**config.mk**
```make
export PLATFORM = sky130hd
export DESIGN_NAME = aoms_seq
export DESIGN_NICKNAME = d
export VERILOG_FILES = /design/src/verilog/aoms_sync.v /design/src/verilog/aoms_timer.v /design/src/verilog/aoms_seq.v
export VERILOG_INCLUDE_DIRS = /design/src /design/src/include
export SDC_FILE = /design/constraint.sdc
export NUM_CORES = 1
export LEC_CHECK = 0
export ABC_AREA = 1
export BUFFER_PORTS_ARGS = -buffer_cell sky130_fd_sc_hd__buf_4
export CAP_MARGIN = 20
export CORE_UTILIZATION = 55
export DETAILED_ROUTE_END_ITERATION = 10
export GPL_TIMING_DRIVEN = 0
export PLACE_DENSITY_LB_ADDON = 0.05
export SLEW_MARGIN = 20
export SYNTH_ARGS = -nofsm -noshare
export SYNTH_HDL_FRONTEND = slang
export SYNTH_HIERARCHICAL = 1
export SYNTH_SLANG_ARGS = --single-unit
```
**constraint.sdc**
```tcl
create_clock -name clk_in -period 2.65 [get_ports clk_in]
set_clock_uncertainty 0.15 [all_clocks]
set_input_delay 0 -clock clk_in [delete_from_list [all_inputs] [get_ports clk_in]]
set_output_delay 0 -clock clk_in [all_outputs]
set_load 0.005 [all_outputs]
```
**src/include/aoms_regs.vh**
```
`ifndef AOMS_REGS_VH
`define AOMS_REGS_VH

// register byte offsets
`define AOMS_ADDR_CTRL      8'h00
`define AOMS_ADDR_ASLP      8'h04
`define AOMS_ADDR_STATUS    8'h08

// control register fields
`define AOMS_CTRL_ACTIVE    0
`define AOMS_CTRL_HIB_EN    1
`define AOMS_CTRL_FUNC_LO   2
`define AOMS_CTRL_FUNC_HI   3
`define AOMS_CTRL_ROUTE2    4
`define AOMS_CTRL_RST       8'h00
`define AOMS_ASLP_RST       8'h00
`define AOMS_FUNC_TRIG      2'h1

// status register fields
`define AOMS_STAT_MODE_LO   0
`define AOMS_STAT_MODE_HI   2
`define AOMS_STAT_BOOTDONE  3
`define AOMS_STAT_STRAP     4
`define AOMS_STAT_ANALOG    5

// timing, clock in MHz, other figures in microseconds
`define AOMS_CLK_MHZ        200
`define AOMS_T_BOOT_A_US    1000
`define AOMS_T_BOOT_B_US    2000
`define AOMS_T_PULSE_A_US   10
`define AOMS_T_PULSE_B_US   10
`define AOMS_T_MOT_HIB_US   20000

`endif

```
**src/verilog/aoms_sync.v**
```verilog
`timescale 1ns/10ps
module aoms_sync
#(
    parameter W = 1
)
(
    input  wire         clk_in,
    input  wire         srst_in,
    input  wire [W-1:0] async_in,
    output wire [W-1:0] stable_out
);
    reg [W-1:0] s1_ff;
    reg [W-1:0] s2_ff;
    reg [W-1:0] s3_ff;
    reg [W-1:0] stable_ff;
    integer     i;

    // a bit moves only once the second and third stages agree
    always @(posedge clk_in)
    begin
        if (srst_in)
        begin
            s1_ff     <= {W{1'b0}};
            s2_ff     <= {W{1'b0}};
            s3_ff     <= {W{1'b0}};
            stable_ff <= {W{1'b0}};
        end
        else
        begin
            s1_ff <= async_in;
            s2_ff <= s1_ff;
            s3_ff <= s2_ff;
            for (i = 0; i < W; i = i + 1)
            begin
                if (s2_ff[i] == s3_ff[i])
                    stable_ff[i] <= s3_ff[i];
            end
        end
    end

    assign stable_out = stable_ff;
endmodule

```
**src/verilog/aoms_timer.v**
```verilog
`timescale 1ns/10ps
module aoms_timer
(
    input  wire        clk_in,
    input  wire        srst_in,
    input  wire        start_in,
    input  wire        abort_in,
    input  wire [23:0] len_in,
    output wire        busy_out,
    output wire        done_out
);
    reg [23:0] cnt_ff;
    reg        busy_ff;
    reg        done_ff;

    // done is a one-cycle pulse len_in cycles after start
    always @(posedge clk_in)
    begin
        if (srst_in || abort_in)
        begin
            cnt_ff  <= 24'h000000;
            busy_ff <= 1'b0;
            done_ff <= 1'b0;
        end
        else if (start_in)
        begin
            cnt_ff  <= len_in;
            busy_ff <= 1'b1;
            done_ff <= 1'b0;
        end
        else if (busy_ff)
        begin
            cnt_ff  <= cnt_ff - 24'h000001;
            done_ff <= (cnt_ff == 24'h000001);
            busy_ff <= (cnt_ff != 24'h000001);
        end
        else
            done_ff <= 1'b0;
    end

    assign busy_out = busy_ff;
    assign done_out = done_ff;
endmodule

```
**src/verilog/aoms_seq.v**
```verilog
// Notes on behaviour
// - boot on supply good; bus dead while off
// - strap low: load defaults, flag, pulse pin one
// - strap high: also load motion parameters
// - strap high: boot pulse only on pin two
// - hibernate keeps only wake-up detection alive
// - hibernate: no bus answer, registers discarded
// - strap high: motion pin high level wakes
// - strap high: bus only after boot completes
// - standby: analog off, bus answers
// - active: analog on demand, bus available
// - strap low: nonzero count enables auto sleep
// - strap high: auto sleep off unless configured
// - strap low: trigger function, rising pin two starts measurement
// - measurement done returns to trigger wait
// - trigger mode keeps bus answering
// - leaving active keeps registers intact, except a motion-low exit, which clears the active bit
// - strap low: active bit enters wake
// - strap low: hibernate bit enters hibernate
// - strap high: active set after boot if the motion pin is high
`timescale 1ns/10ps
`include "aoms_regs.vh"
module aoms_seq
#(
    parameter [23:0] BOOT_A_CYC  = `AOMS_T_BOOT_A_US * `AOMS_CLK_MHZ,
    parameter [23:0] BOOT_B_CYC  = `AOMS_T_BOOT_B_US * `AOMS_CLK_MHZ,
    parameter [23:0] MOT_HIB_CYC = `AOMS_T_MOT_HIB_US * `AOMS_CLK_MHZ
)
(
    input  wire       clk_in,
    input  wire       srst_in,
    input  wire       supply_ok_in,
    input  wire       boot_strap_select_in,
    input  wire       wake_pin_in,
    input  wire       motion_detect_pin_in,
    input  wire       irq_pin_two_in,
    input  wire       meas_done_in,
    input  wire       activity_in,
    input  wire       inactivity_in,
    input  wire [7:0] addr_in,
    input  wire [7:0] wdata_in,
    input  wire       wr_in,
    input  wire       rd_in,
    output wire [7:0] rdata_out,
    output wire [2:0] mode_out,
    output wire       bus_avail_out,
    output wire       analog_en_out,
    output wire       wake_det_en_out,
    output wire       otp_load_out,
    output wire       otp_motion_load_out,
    output wire       meas_start_out,
    output wire       irq_pin_one_out,
    output wire       irq_pin_two_out,
    output wire       irq_pin_two_oe_n_out
);
    localparam [2:0] M_OFF   = 3'h0;
    localparam [2:0] M_BOOT  = 3'h1;
    localparam [2:0] M_STBY  = 3'h2;
    localparam [2:0] M_HIB   = 3'h3;
    localparam [2:0] M_WAKE  = 3'h4;
    localparam [2:0] M_SLEEP = 3'h5;
    localparam [2:0] M_TRIGW = 3'h6;
    localparam [2:0] M_TRIGM = 3'h7;

    localparam [23:0] PULSE_A_CYC = `AOMS_T_PULSE_A_US * `AOMS_CLK_MHZ;
    localparam [23:0] PULSE_B_CYC = `AOMS_T_PULSE_B_US * `AOMS_CLK_MHZ;

    wire [4:0] pins_sync;
    wire       supply_ok;
    wire       strap_pin;
    wire       wake_pin;
    wire       motion_pin;
    wire       trig_pin;
    wire       boot_busy;
    wire       boot_done;
    wire       pulse_done;

    reg  [2:0] mode_ff;
    reg        strap_ff;
    reg  [7:0] ctrl_ff;
    reg  [7:0] aslp_ff;
    reg  [7:0] inact_cnt_ff;
    reg  [23:0] mot_low_cnt_ff;
    reg        boot_done_ff;
    reg        wake_last_ff;
    reg        trig_last_ff;
    reg        boot_start_ff;
    reg        pulse_start_ff;
    reg        bus_avail_ff;
    reg        analog_en_ff;
    reg        wake_det_en_ff;
    reg        otp_load_ff;
    reg        otp_motion_ff;
    reg        meas_start_ff;
    reg        pin_one_ff;
    reg        pin_two_ff;
    reg        pin_two_oe_n_ff;
    reg  [7:0] rdata_ff;

    reg  [2:0] nxt_mode;
    reg        nxt_active;
    reg        clr_regs;
    reg        go_boot;
    reg        mot_low_long;
    reg        aslp_on;
    reg        trig_func;

    // bus answers only outside off, boot and hibernate
    function bus_ok;
        input [2:0] m;
        begin
            bus_ok = (m != M_OFF) && (m != M_BOOT) && (m != M_HIB);
        end
    endfunction

    // measuring modes, where analog may be powered on demand
    function meas_mode;
        input [2:0] m;
        begin
            meas_mode = (m == M_WAKE) || (m == M_SLEEP) ||
                        (m == M_TRIGM);
        end
    endfunction

    aoms_sync #(
        .W          (5)
    ) u_sync (
        .clk_in     (clk_in),
        .srst_in    (srst_in),
        .async_in   ({irq_pin_two_in, motion_detect_pin_in,
                      wake_pin_in, boot_strap_select_in,
                      supply_ok_in}),
        .stable_out (pins_sync)
    );

    assign supply_ok  = pins_sync[0];
    assign strap_pin  = pins_sync[1];
    assign wake_pin   = pins_sync[2];
    assign motion_pin = pins_sync[3];
    assign trig_pin   = pins_sync[4];

    // boot length follows the strap seen at boot start
    aoms_timer u_boot_tmr (
        .clk_in     (clk_in),
        .srst_in    (srst_in),
        .start_in   (boot_start_ff),
        .abort_in   (!supply_ok),
        .len_in     (strap_ff ? BOOT_B_CYC : BOOT_A_CYC),
        .busy_out   (boot_busy),
        .done_out   (boot_done)
    );

    aoms_timer u_pulse_tmr (
        .clk_in     (clk_in),
        .srst_in    (srst_in),
        .start_in   (pulse_start_ff),
        .abort_in   (!supply_ok),
        .len_in     (strap_ff ? PULSE_B_CYC : PULSE_A_CYC),
        .busy_out   (),
        .done_out   (pulse_done)
    );

    always @*
    begin
        trig_func = (ctrl_ff[`AOMS_CTRL_FUNC_HI:`AOMS_CTRL_FUNC_LO]
                     == `AOMS_FUNC_TRIG) && !strap_ff;
        // same register both ways; strap high just keeps reset zero
        aslp_on = (aslp_ff != 8'h00);
        mot_low_long = strap_ff && (mot_low_cnt_ff >= MOT_HIB_CYC);
        nxt_mode   = mode_ff;
        nxt_active = ctrl_ff[`AOMS_CTRL_ACTIVE];
        clr_regs   = 1'b0;
        go_boot    = 1'b0;
        case (mode_ff)
            M_OFF:
            begin
                if (supply_ok)
                begin
                    nxt_mode = M_BOOT;
                    go_boot  = 1'b1;
                end
            end
            M_BOOT:
            begin
                if (boot_done)
                begin
                    if (strap_ff && motion_pin)
                    begin
                        nxt_active = 1'b1;
                        nxt_mode   = M_WAKE;
                    end
                    else
                        nxt_mode = M_STBY;
                end
            end
            M_STBY:
            begin
                if (!strap_ff && ctrl_ff[`AOMS_CTRL_HIB_EN])
                begin
                    nxt_mode = M_HIB;
                    clr_regs = 1'b1;
                end
                else if (mot_low_long)
                begin
                    nxt_mode = M_HIB;
                    clr_regs = 1'b1;
                end
                else if (trig_func)
                    nxt_mode = M_TRIGW;
                else if (ctrl_ff[`AOMS_CTRL_ACTIVE])
                    nxt_mode = M_WAKE;
            end
            M_HIB:
            begin
                // strap low: any stable change of the wake pin
                if (!strap_ff && (wake_pin != wake_last_ff))
                begin
                    nxt_mode = M_BOOT;
                    go_boot  = 1'b1;
                end
                else if (strap_ff && motion_pin)
                begin
                    nxt_mode = M_BOOT;
                    go_boot  = 1'b1;
                end
            end
            M_WAKE, M_SLEEP:
            begin
                if (mot_low_long)
                begin
                    nxt_active = 1'b0;
                    nxt_mode   = M_STBY;
                end
                else if (!ctrl_ff[`AOMS_CTRL_ACTIVE])
                    nxt_mode = M_STBY;
                else if (trig_func)
                    nxt_mode = M_TRIGW;
                else if (mode_ff == M_WAKE && aslp_on &&
                         inactivity_in &&
                         inact_cnt_ff + 8'h01 >= aslp_ff)
                    nxt_mode = M_SLEEP;
                else if (mode_ff == M_SLEEP && activity_in)
                    nxt_mode = M_WAKE;
            end
            M_TRIGW:
            begin
                if (!trig_func)
                    nxt_mode = M_STBY;
                else if (trig_pin && !trig_last_ff)
                    nxt_mode = M_TRIGM;
            end
            M_TRIGM:
            begin
                if (meas_done_in)
                    nxt_mode = M_TRIGW;
            end
            default:
                nxt_mode = M_OFF;
        endcase
    end

    always @(posedge clk_in)
    begin
        if (srst_in || !supply_ok)
        begin
            mode_ff         <= M_OFF;
            strap_ff        <= 1'b0;
            ctrl_ff         <= `AOMS_CTRL_RST;
            aslp_ff         <= `AOMS_ASLP_RST;
            inact_cnt_ff    <= 8'h00;
            mot_low_cnt_ff  <= 24'h000000;
            boot_done_ff    <= 1'b0;
            wake_last_ff    <= 1'b0;
            trig_last_ff    <= 1'b0;
            boot_start_ff   <= 1'b0;
            pulse_start_ff  <= 1'b0;
            bus_avail_ff    <= 1'b0;
            analog_en_ff    <= 1'b0;
            wake_det_en_ff  <= 1'b0;
            otp_load_ff     <= 1'b0;
            otp_motion_ff   <= 1'b0;
            meas_start_ff   <= 1'b0;
            pin_one_ff      <= 1'b0;
            pin_two_ff      <= 1'b0;
            pin_two_oe_n_ff <= 1'b0;
            rdata_ff        <= 8'h00;
        end
        else
        begin
            mode_ff      <= nxt_mode;
            trig_last_ff <= trig_pin;
            // the wake pin level is tracked only outside hibernate and held in hibernate as the reference
            if (mode_ff != M_HIB)
                wake_last_ff <= wake_pin;
            if (go_boot)
                strap_ff <= strap_pin;
            boot_start_ff <= go_boot;

            // motion pin low time, strap high only
            if (strap_ff && !motion_pin && bus_ok(mode_ff))
            begin
                if (mot_low_cnt_ff < MOT_HIB_CYC)
                    mot_low_cnt_ff <= mot_low_cnt_ff + 24'h000001;
            end
            else
                mot_low_cnt_ff <= 24'h000000;

            // register file: writes only where the bus answers
            if (clr_regs || go_boot)
            begin
                ctrl_ff      <= `AOMS_CTRL_RST;
                aslp_ff      <= `AOMS_ASLP_RST;
                boot_done_ff <= 1'b0;
            end
            else
            begin
                if (wr_in && bus_ok(mode_ff) &&
                    addr_in == `AOMS_ADDR_CTRL)
                    ctrl_ff <= {3'h0, wdata_in[4:0]};
                else
                    ctrl_ff[`AOMS_CTRL_ACTIVE] <= nxt_active;
                if (wr_in && bus_ok(mode_ff) &&
                    addr_in == `AOMS_ADDR_ASLP)
                    aslp_ff <= wdata_in;
                if (boot_done)
                    boot_done_ff <= 1'b1;
            end

            // inactivity run length, restarted on each wake entry
            if (nxt_mode != M_WAKE || mode_ff != M_WAKE)
                inact_cnt_ff <= 8'h00;
            else if (activity_in)
                inact_cnt_ff <= 8'h00;
            else if (inactivity_in && inact_cnt_ff != 8'hFF)
                inact_cnt_ff <= inact_cnt_ff + 8'h01;

            // read data stands one cycle after the strobe; dead bus reads 0
            rdata_ff <= 8'h00;
            if (rd_in && bus_ok(mode_ff))
            begin
                case (addr_in)
                    `AOMS_ADDR_CTRL:   rdata_ff <= ctrl_ff;
                    `AOMS_ADDR_ASLP:   rdata_ff <= aslp_ff;
                    `AOMS_ADDR_STATUS:
                        rdata_ff <= {2'h0, analog_en_ff, strap_ff,
                                     boot_done_ff, mode_ff};
                    default:           rdata_ff <= 8'h00;
                endcase
            end

            // boot loads
            otp_load_ff   <= (nxt_mode == M_BOOT) && !boot_done;
            otp_motion_ff <= (nxt_mode == M_BOOT) && !boot_done &&
                             (go_boot ? strap_pin : strap_ff);

            // boot pulse routing
            pulse_start_ff <= boot_done;
            if (boot_done)
            begin
                if (strap_ff || ctrl_ff[`AOMS_CTRL_ROUTE2])
                    pin_two_ff <= 1'b1;
                else
                    pin_one_ff <= 1'b1;
            end
            else if (pulse_done)
            begin
                pin_one_ff <= 1'b0;
                pin_two_ff <= 1'b0;
            end
            // pin two turns input only when it serves as trigger
            pin_two_oe_n_ff <= trig_func;

            // power gating
            bus_avail_ff   <= bus_ok(nxt_mode);
            wake_det_en_ff <= (nxt_mode == M_HIB);
            // analog powered only while a measurement may run
            analog_en_ff   <= meas_mode(nxt_mode);
            meas_start_ff  <= (mode_ff == M_TRIGW) &&
                              (nxt_mode == M_TRIGM);
        end
    end

    assign rdata_out            = rdata_ff;
    assign mode_out             = mode_ff;
    assign bus_avail_out        = bus_avail_ff;
    assign analog_en_out        = analog_en_ff;
    assign wake_det_en_out      = wake_det_en_ff;
    assign otp_load_out         = otp_load_ff;
    assign otp_motion_load_out  = otp_motion_ff;
    assign meas_start_out       = meas_start_ff;
    assign irq_pin_one_out      = pin_one_ff;
    assign irq_pin_two_out      = pin_two_ff;
    assign irq_pin_two_oe_n_out = pin_two_oe_n_ff;
endmodule

```
==> impl_metrics.yaml <==
timing:
  tightest_slew_ns: 0.6544
  slew_headroom: 0.5637
  fin_tns_setup_ns: 0
  hold_violations: 0
  worst_slack_ns: 0.02232
  period_needed_ns: 2.628
  finalSetupViolCount: 0
  slew_violations: 0
  max_freq_mhz: 380.6
  whs_ns: 0.04528
  rsz0062_at_grt: "true"
  finalCritPeriodShare: 0.9916
clocking:
  cts_inserted_buffers: 17
  clock-root-buffer: "clkbuf_16"
  clock-sinks: 143
  cts.htree.levels: 4
  clkLatencyLatePin_ns: 0.42
  cts_tree: "done"
  clockBufferDepth: 2
  clkTransAtPathRegs_ns: 0.06
critical_path:
  crit_top_cell: "dlygate4sd3_1"
  critPathRequiredTime_ns: 2.86
  critPathCaptureType: "flip-flop"
  r2r_cells: 7
  crit_chain: "inv_2 > nand2_1 > clkbuf_4 > nand4_1 > dlygate4sd3_1 > a21oi_1 > dlygate4sd3_1"
  arrival_ns: 2.83
  start_kind: "flip-flop"
  r2r_setup_slack_ns: 0.02
  crit_slowest_cell: "dlygate4sd3_1"
  cpPeakStageDelay_ns: 0.59
  reg2reg_to: "aslp_ff[7]"
  worstPathMaxFanout: 10
  r2r_start: "mode_out[2]"
  worst-setup-path-type: "flip-flop to flip-flop"
cells_and_area:
  syn_to_final_growth_pct: 23.46
  final_layout_size_suffix_gt1_frac: 0.1880
  n_antenna_cell: 0
  final_nets: 1328
  finalNonFillerCells: 1478
detailed_routing:
  wl_um: 20190
  drc_errors: 0
  dr_total_vias: 7727
  drt-wirelength-per-cell_um: 13.66
  firstDrtPassIters: 5
  ant_nets: 0
  first_iter_violations: 549
  detail_route.vias_per_cell: 5.228
placement:
  pre_cts_slack_ns: -0.02824
  hpwl_um: 13930
  place.gp.congestion: 0.8875
  portBuffers: 46
  dpl.cell_count: 1400
die:
  start_util: 0.5713
  rows: 43
  die_h_um: 122.8
  core_um2: 14040
  die_x_um: 122.8
  dieArea_um2: 15070
  ios: 48
yosys:
  synth_cells: 1136
  syn-cell-area_um2: 8023
  ys_warn_count: 6
  yosysUniqueCellTypes: 50
  synth.most_common_cell: "nand2_1"
  async_flop_share: 0
  synth_flop_cell: "dfxtp_1"
  synth_seq_cells: 143
  netlist.top_cell.by_area: "dfxtp_1"
  ys_seq_area_frac: 0.3568
  synth-edff-count: 0
  synth.area.top_cells: "dfxtp_1 (36%), nand2_1 (10%), nor2_1 (7.0%)"
  syn_avg_cell_area_um2: 7.062
  synth_top_area_frac: 0.3568
  ys_top_cells_by_count: "nand2_1 (217), nor2_1 (149), inv_1 (146), dfxtp_1 (143), a21oi_1 (63)"
pwr:
  power_leakage_nw: 4.041
  p_int_mw: 3.623
  pwr_density_cell_nw_per_um2: 462.1
  p_seq_frac: 0.472
  swShare: 0.2085
  clockPowerShare: 0.505
  p_comb_frac: 0.023
  peakVddDrop_mv: 0.5340
  p_sw_mw: 0.9543
grt:
  grt_pass1_vias: 7007
  grt_pass1_wl_um: 32240
  antenna_found_initial: 0
  grt_util_all_layers: 0.2702
  grt.overflow.total: 0
  grt_max_degree: 17
job:
  drv_cap: 0
status:
  outcome: "finished, final reports clean"
worst_hold_path:
  hold_depth: 6
  min_from: "addr_in[0]"
  holdPathEnd: "rdata_out[0]"
  hp-class: "input port to flip-flop"
## worst max-delay path, delay by kind of cell, from the launching register on
family	cells	cell delay (ns)
buffers and inverters	4	1.47
AND/OR/NAND/NOR	2	0.29
AO/OA/AOI/OAI	1	0.13
flip-flops	1	0.53
## cell usage in the layout (no fill, tap or decap), types with 4 or more instances in the layout
master and instances:
nand3_4 4, buf_6 6, nand2_4 6, o21ai_0 30
nor3_2 12, a22oi_1 32, nor3_1 14, nor2_4 15
a31oi_1 12, nand2_1 215, a21oi_1 62, nor2_1 146
ha_1 11, nand4_1 41, nand3_1 54, dfxtp_1 139
dlygate4sd3_1 39, clkbuf_1 13, a21oi_2 21, inv_1 146
clkinv_2 6, ha_4 4, buf_2 7, nor2_2 24
inv_2 20, buf_4 52, o21ai_1 12, conb_1 40
nand2_2 23, xor2_1 21, xnor2_1 4, clkbuf_16 18
## cell families after synthesis
logic type                 Yosys count  share of synthesized area
buffers and inverters              197                     0.1014
other                                2                  0.0009361
adders and majority gates           15                    0.02339
AOI/OAI and AO/OA                  182                     0.1408
xor gates and xnor gates            27                    0.02948
and+or+nand+nor                    570                     0.3472
DFF                                143                     0.3568
## how the worst max path moves through the flow
stage | end | from | cells past startpoint
3_5_place_dp | wake_det_en_out | inact_cnt_ff[0] | 18
6_report | aslp_ff[7] | mode_out[2] | 7
4_1_cts | wake_det_en_out | inact_cnt_ff[1] | 18
3_3_place_gp | wake_det_en_out | inact_cnt_ff[0] | 18
2_1_floorplan | otp_motion_load_out | inact_cnt_ff[0] | 18
5_1_grt | inact_cnt_ff[0] | inact_cnt_ff[0] | 17
## layer usage
metal / up-vias / GRT usage / part of all wire
li1: 3960 / - / -
met1: 3523 / 0.3515 / 0.45
met2: 217 / 0.4508 / 0.48
met3: 27 / 0.04461 / 0.053
met4: 0 / 0.09375 / 0.013
met5: - / 0 / 0
## power groups by stage
stage / clock (mW) / sequential (mW) / combinational [mW]
6_report: 2.31 / 2.16 / 0.107
3_3_place_gp: 0 / 2.21 / 0.0729
3_5_place_dp: 0 / 2.21 / 0.0737
4_1_cts: 2.35 / 2.16 / 0.103
5_1_grt: 2.44 / 2.16 / 0.120
2_1_floorplan: 0 / 2.21 / 0.0326
## metrics by stage
stage	util	power, mW	instance area (um2)
finish	0.7053	4.577	9905
global route	0.7053	4.716	9905
CTS	0.6904	4.613	9694
detailed placement	0.6221	2.284	8736
global placement	0.6221	2.283	8736
floorplan	-	2.242	8165
## registers in the layout, indices dropped and copies added, names as in the netlist, 3 cells and up
| register | count |
|---|---|
| rdata_out | 8 |
| u_sync/s1_ff | 5 |
| mot_low_cnt_ff | 24 |
| u_sync/s2_ff | 5 |
| mode_out | 3 |
| inact_cnt_ff | 8 |
| u_boot_tmr/cnt_ff | 24 |
| u_pulse_tmr/cnt_ff | 24 |
| u_sync/s3_ff | 5 |
| aslp_ff | 8 |
| u_sync/stable_out | 5 |
| ctrl_ff | 5 |
## area by class of cell
type / instances / area, um2
Buffer: 28 / 180.2
Clock buffer: 22 / 454.2
Clock inverter: 10 / 112.6
Fill cell: 1182 / 4138
Inverter: 169 / 636.9
Multi-Input combinational cell: 834 / 4614
Sequential cell: 143 / 2875
Tap cell: 180 / 225.2
Timing Repair Buffer: 92 / 805.8
## timing repair
item                       CTS  global route
setup buffers                0             6
setup endpoints to repair   10            15
pin swaps                    0             8
cloned                       0             1
hold endpoints to repair    78             0
hold buffers                39             0
resized for setup            1            30
Power figures use the tool's default switching activity.
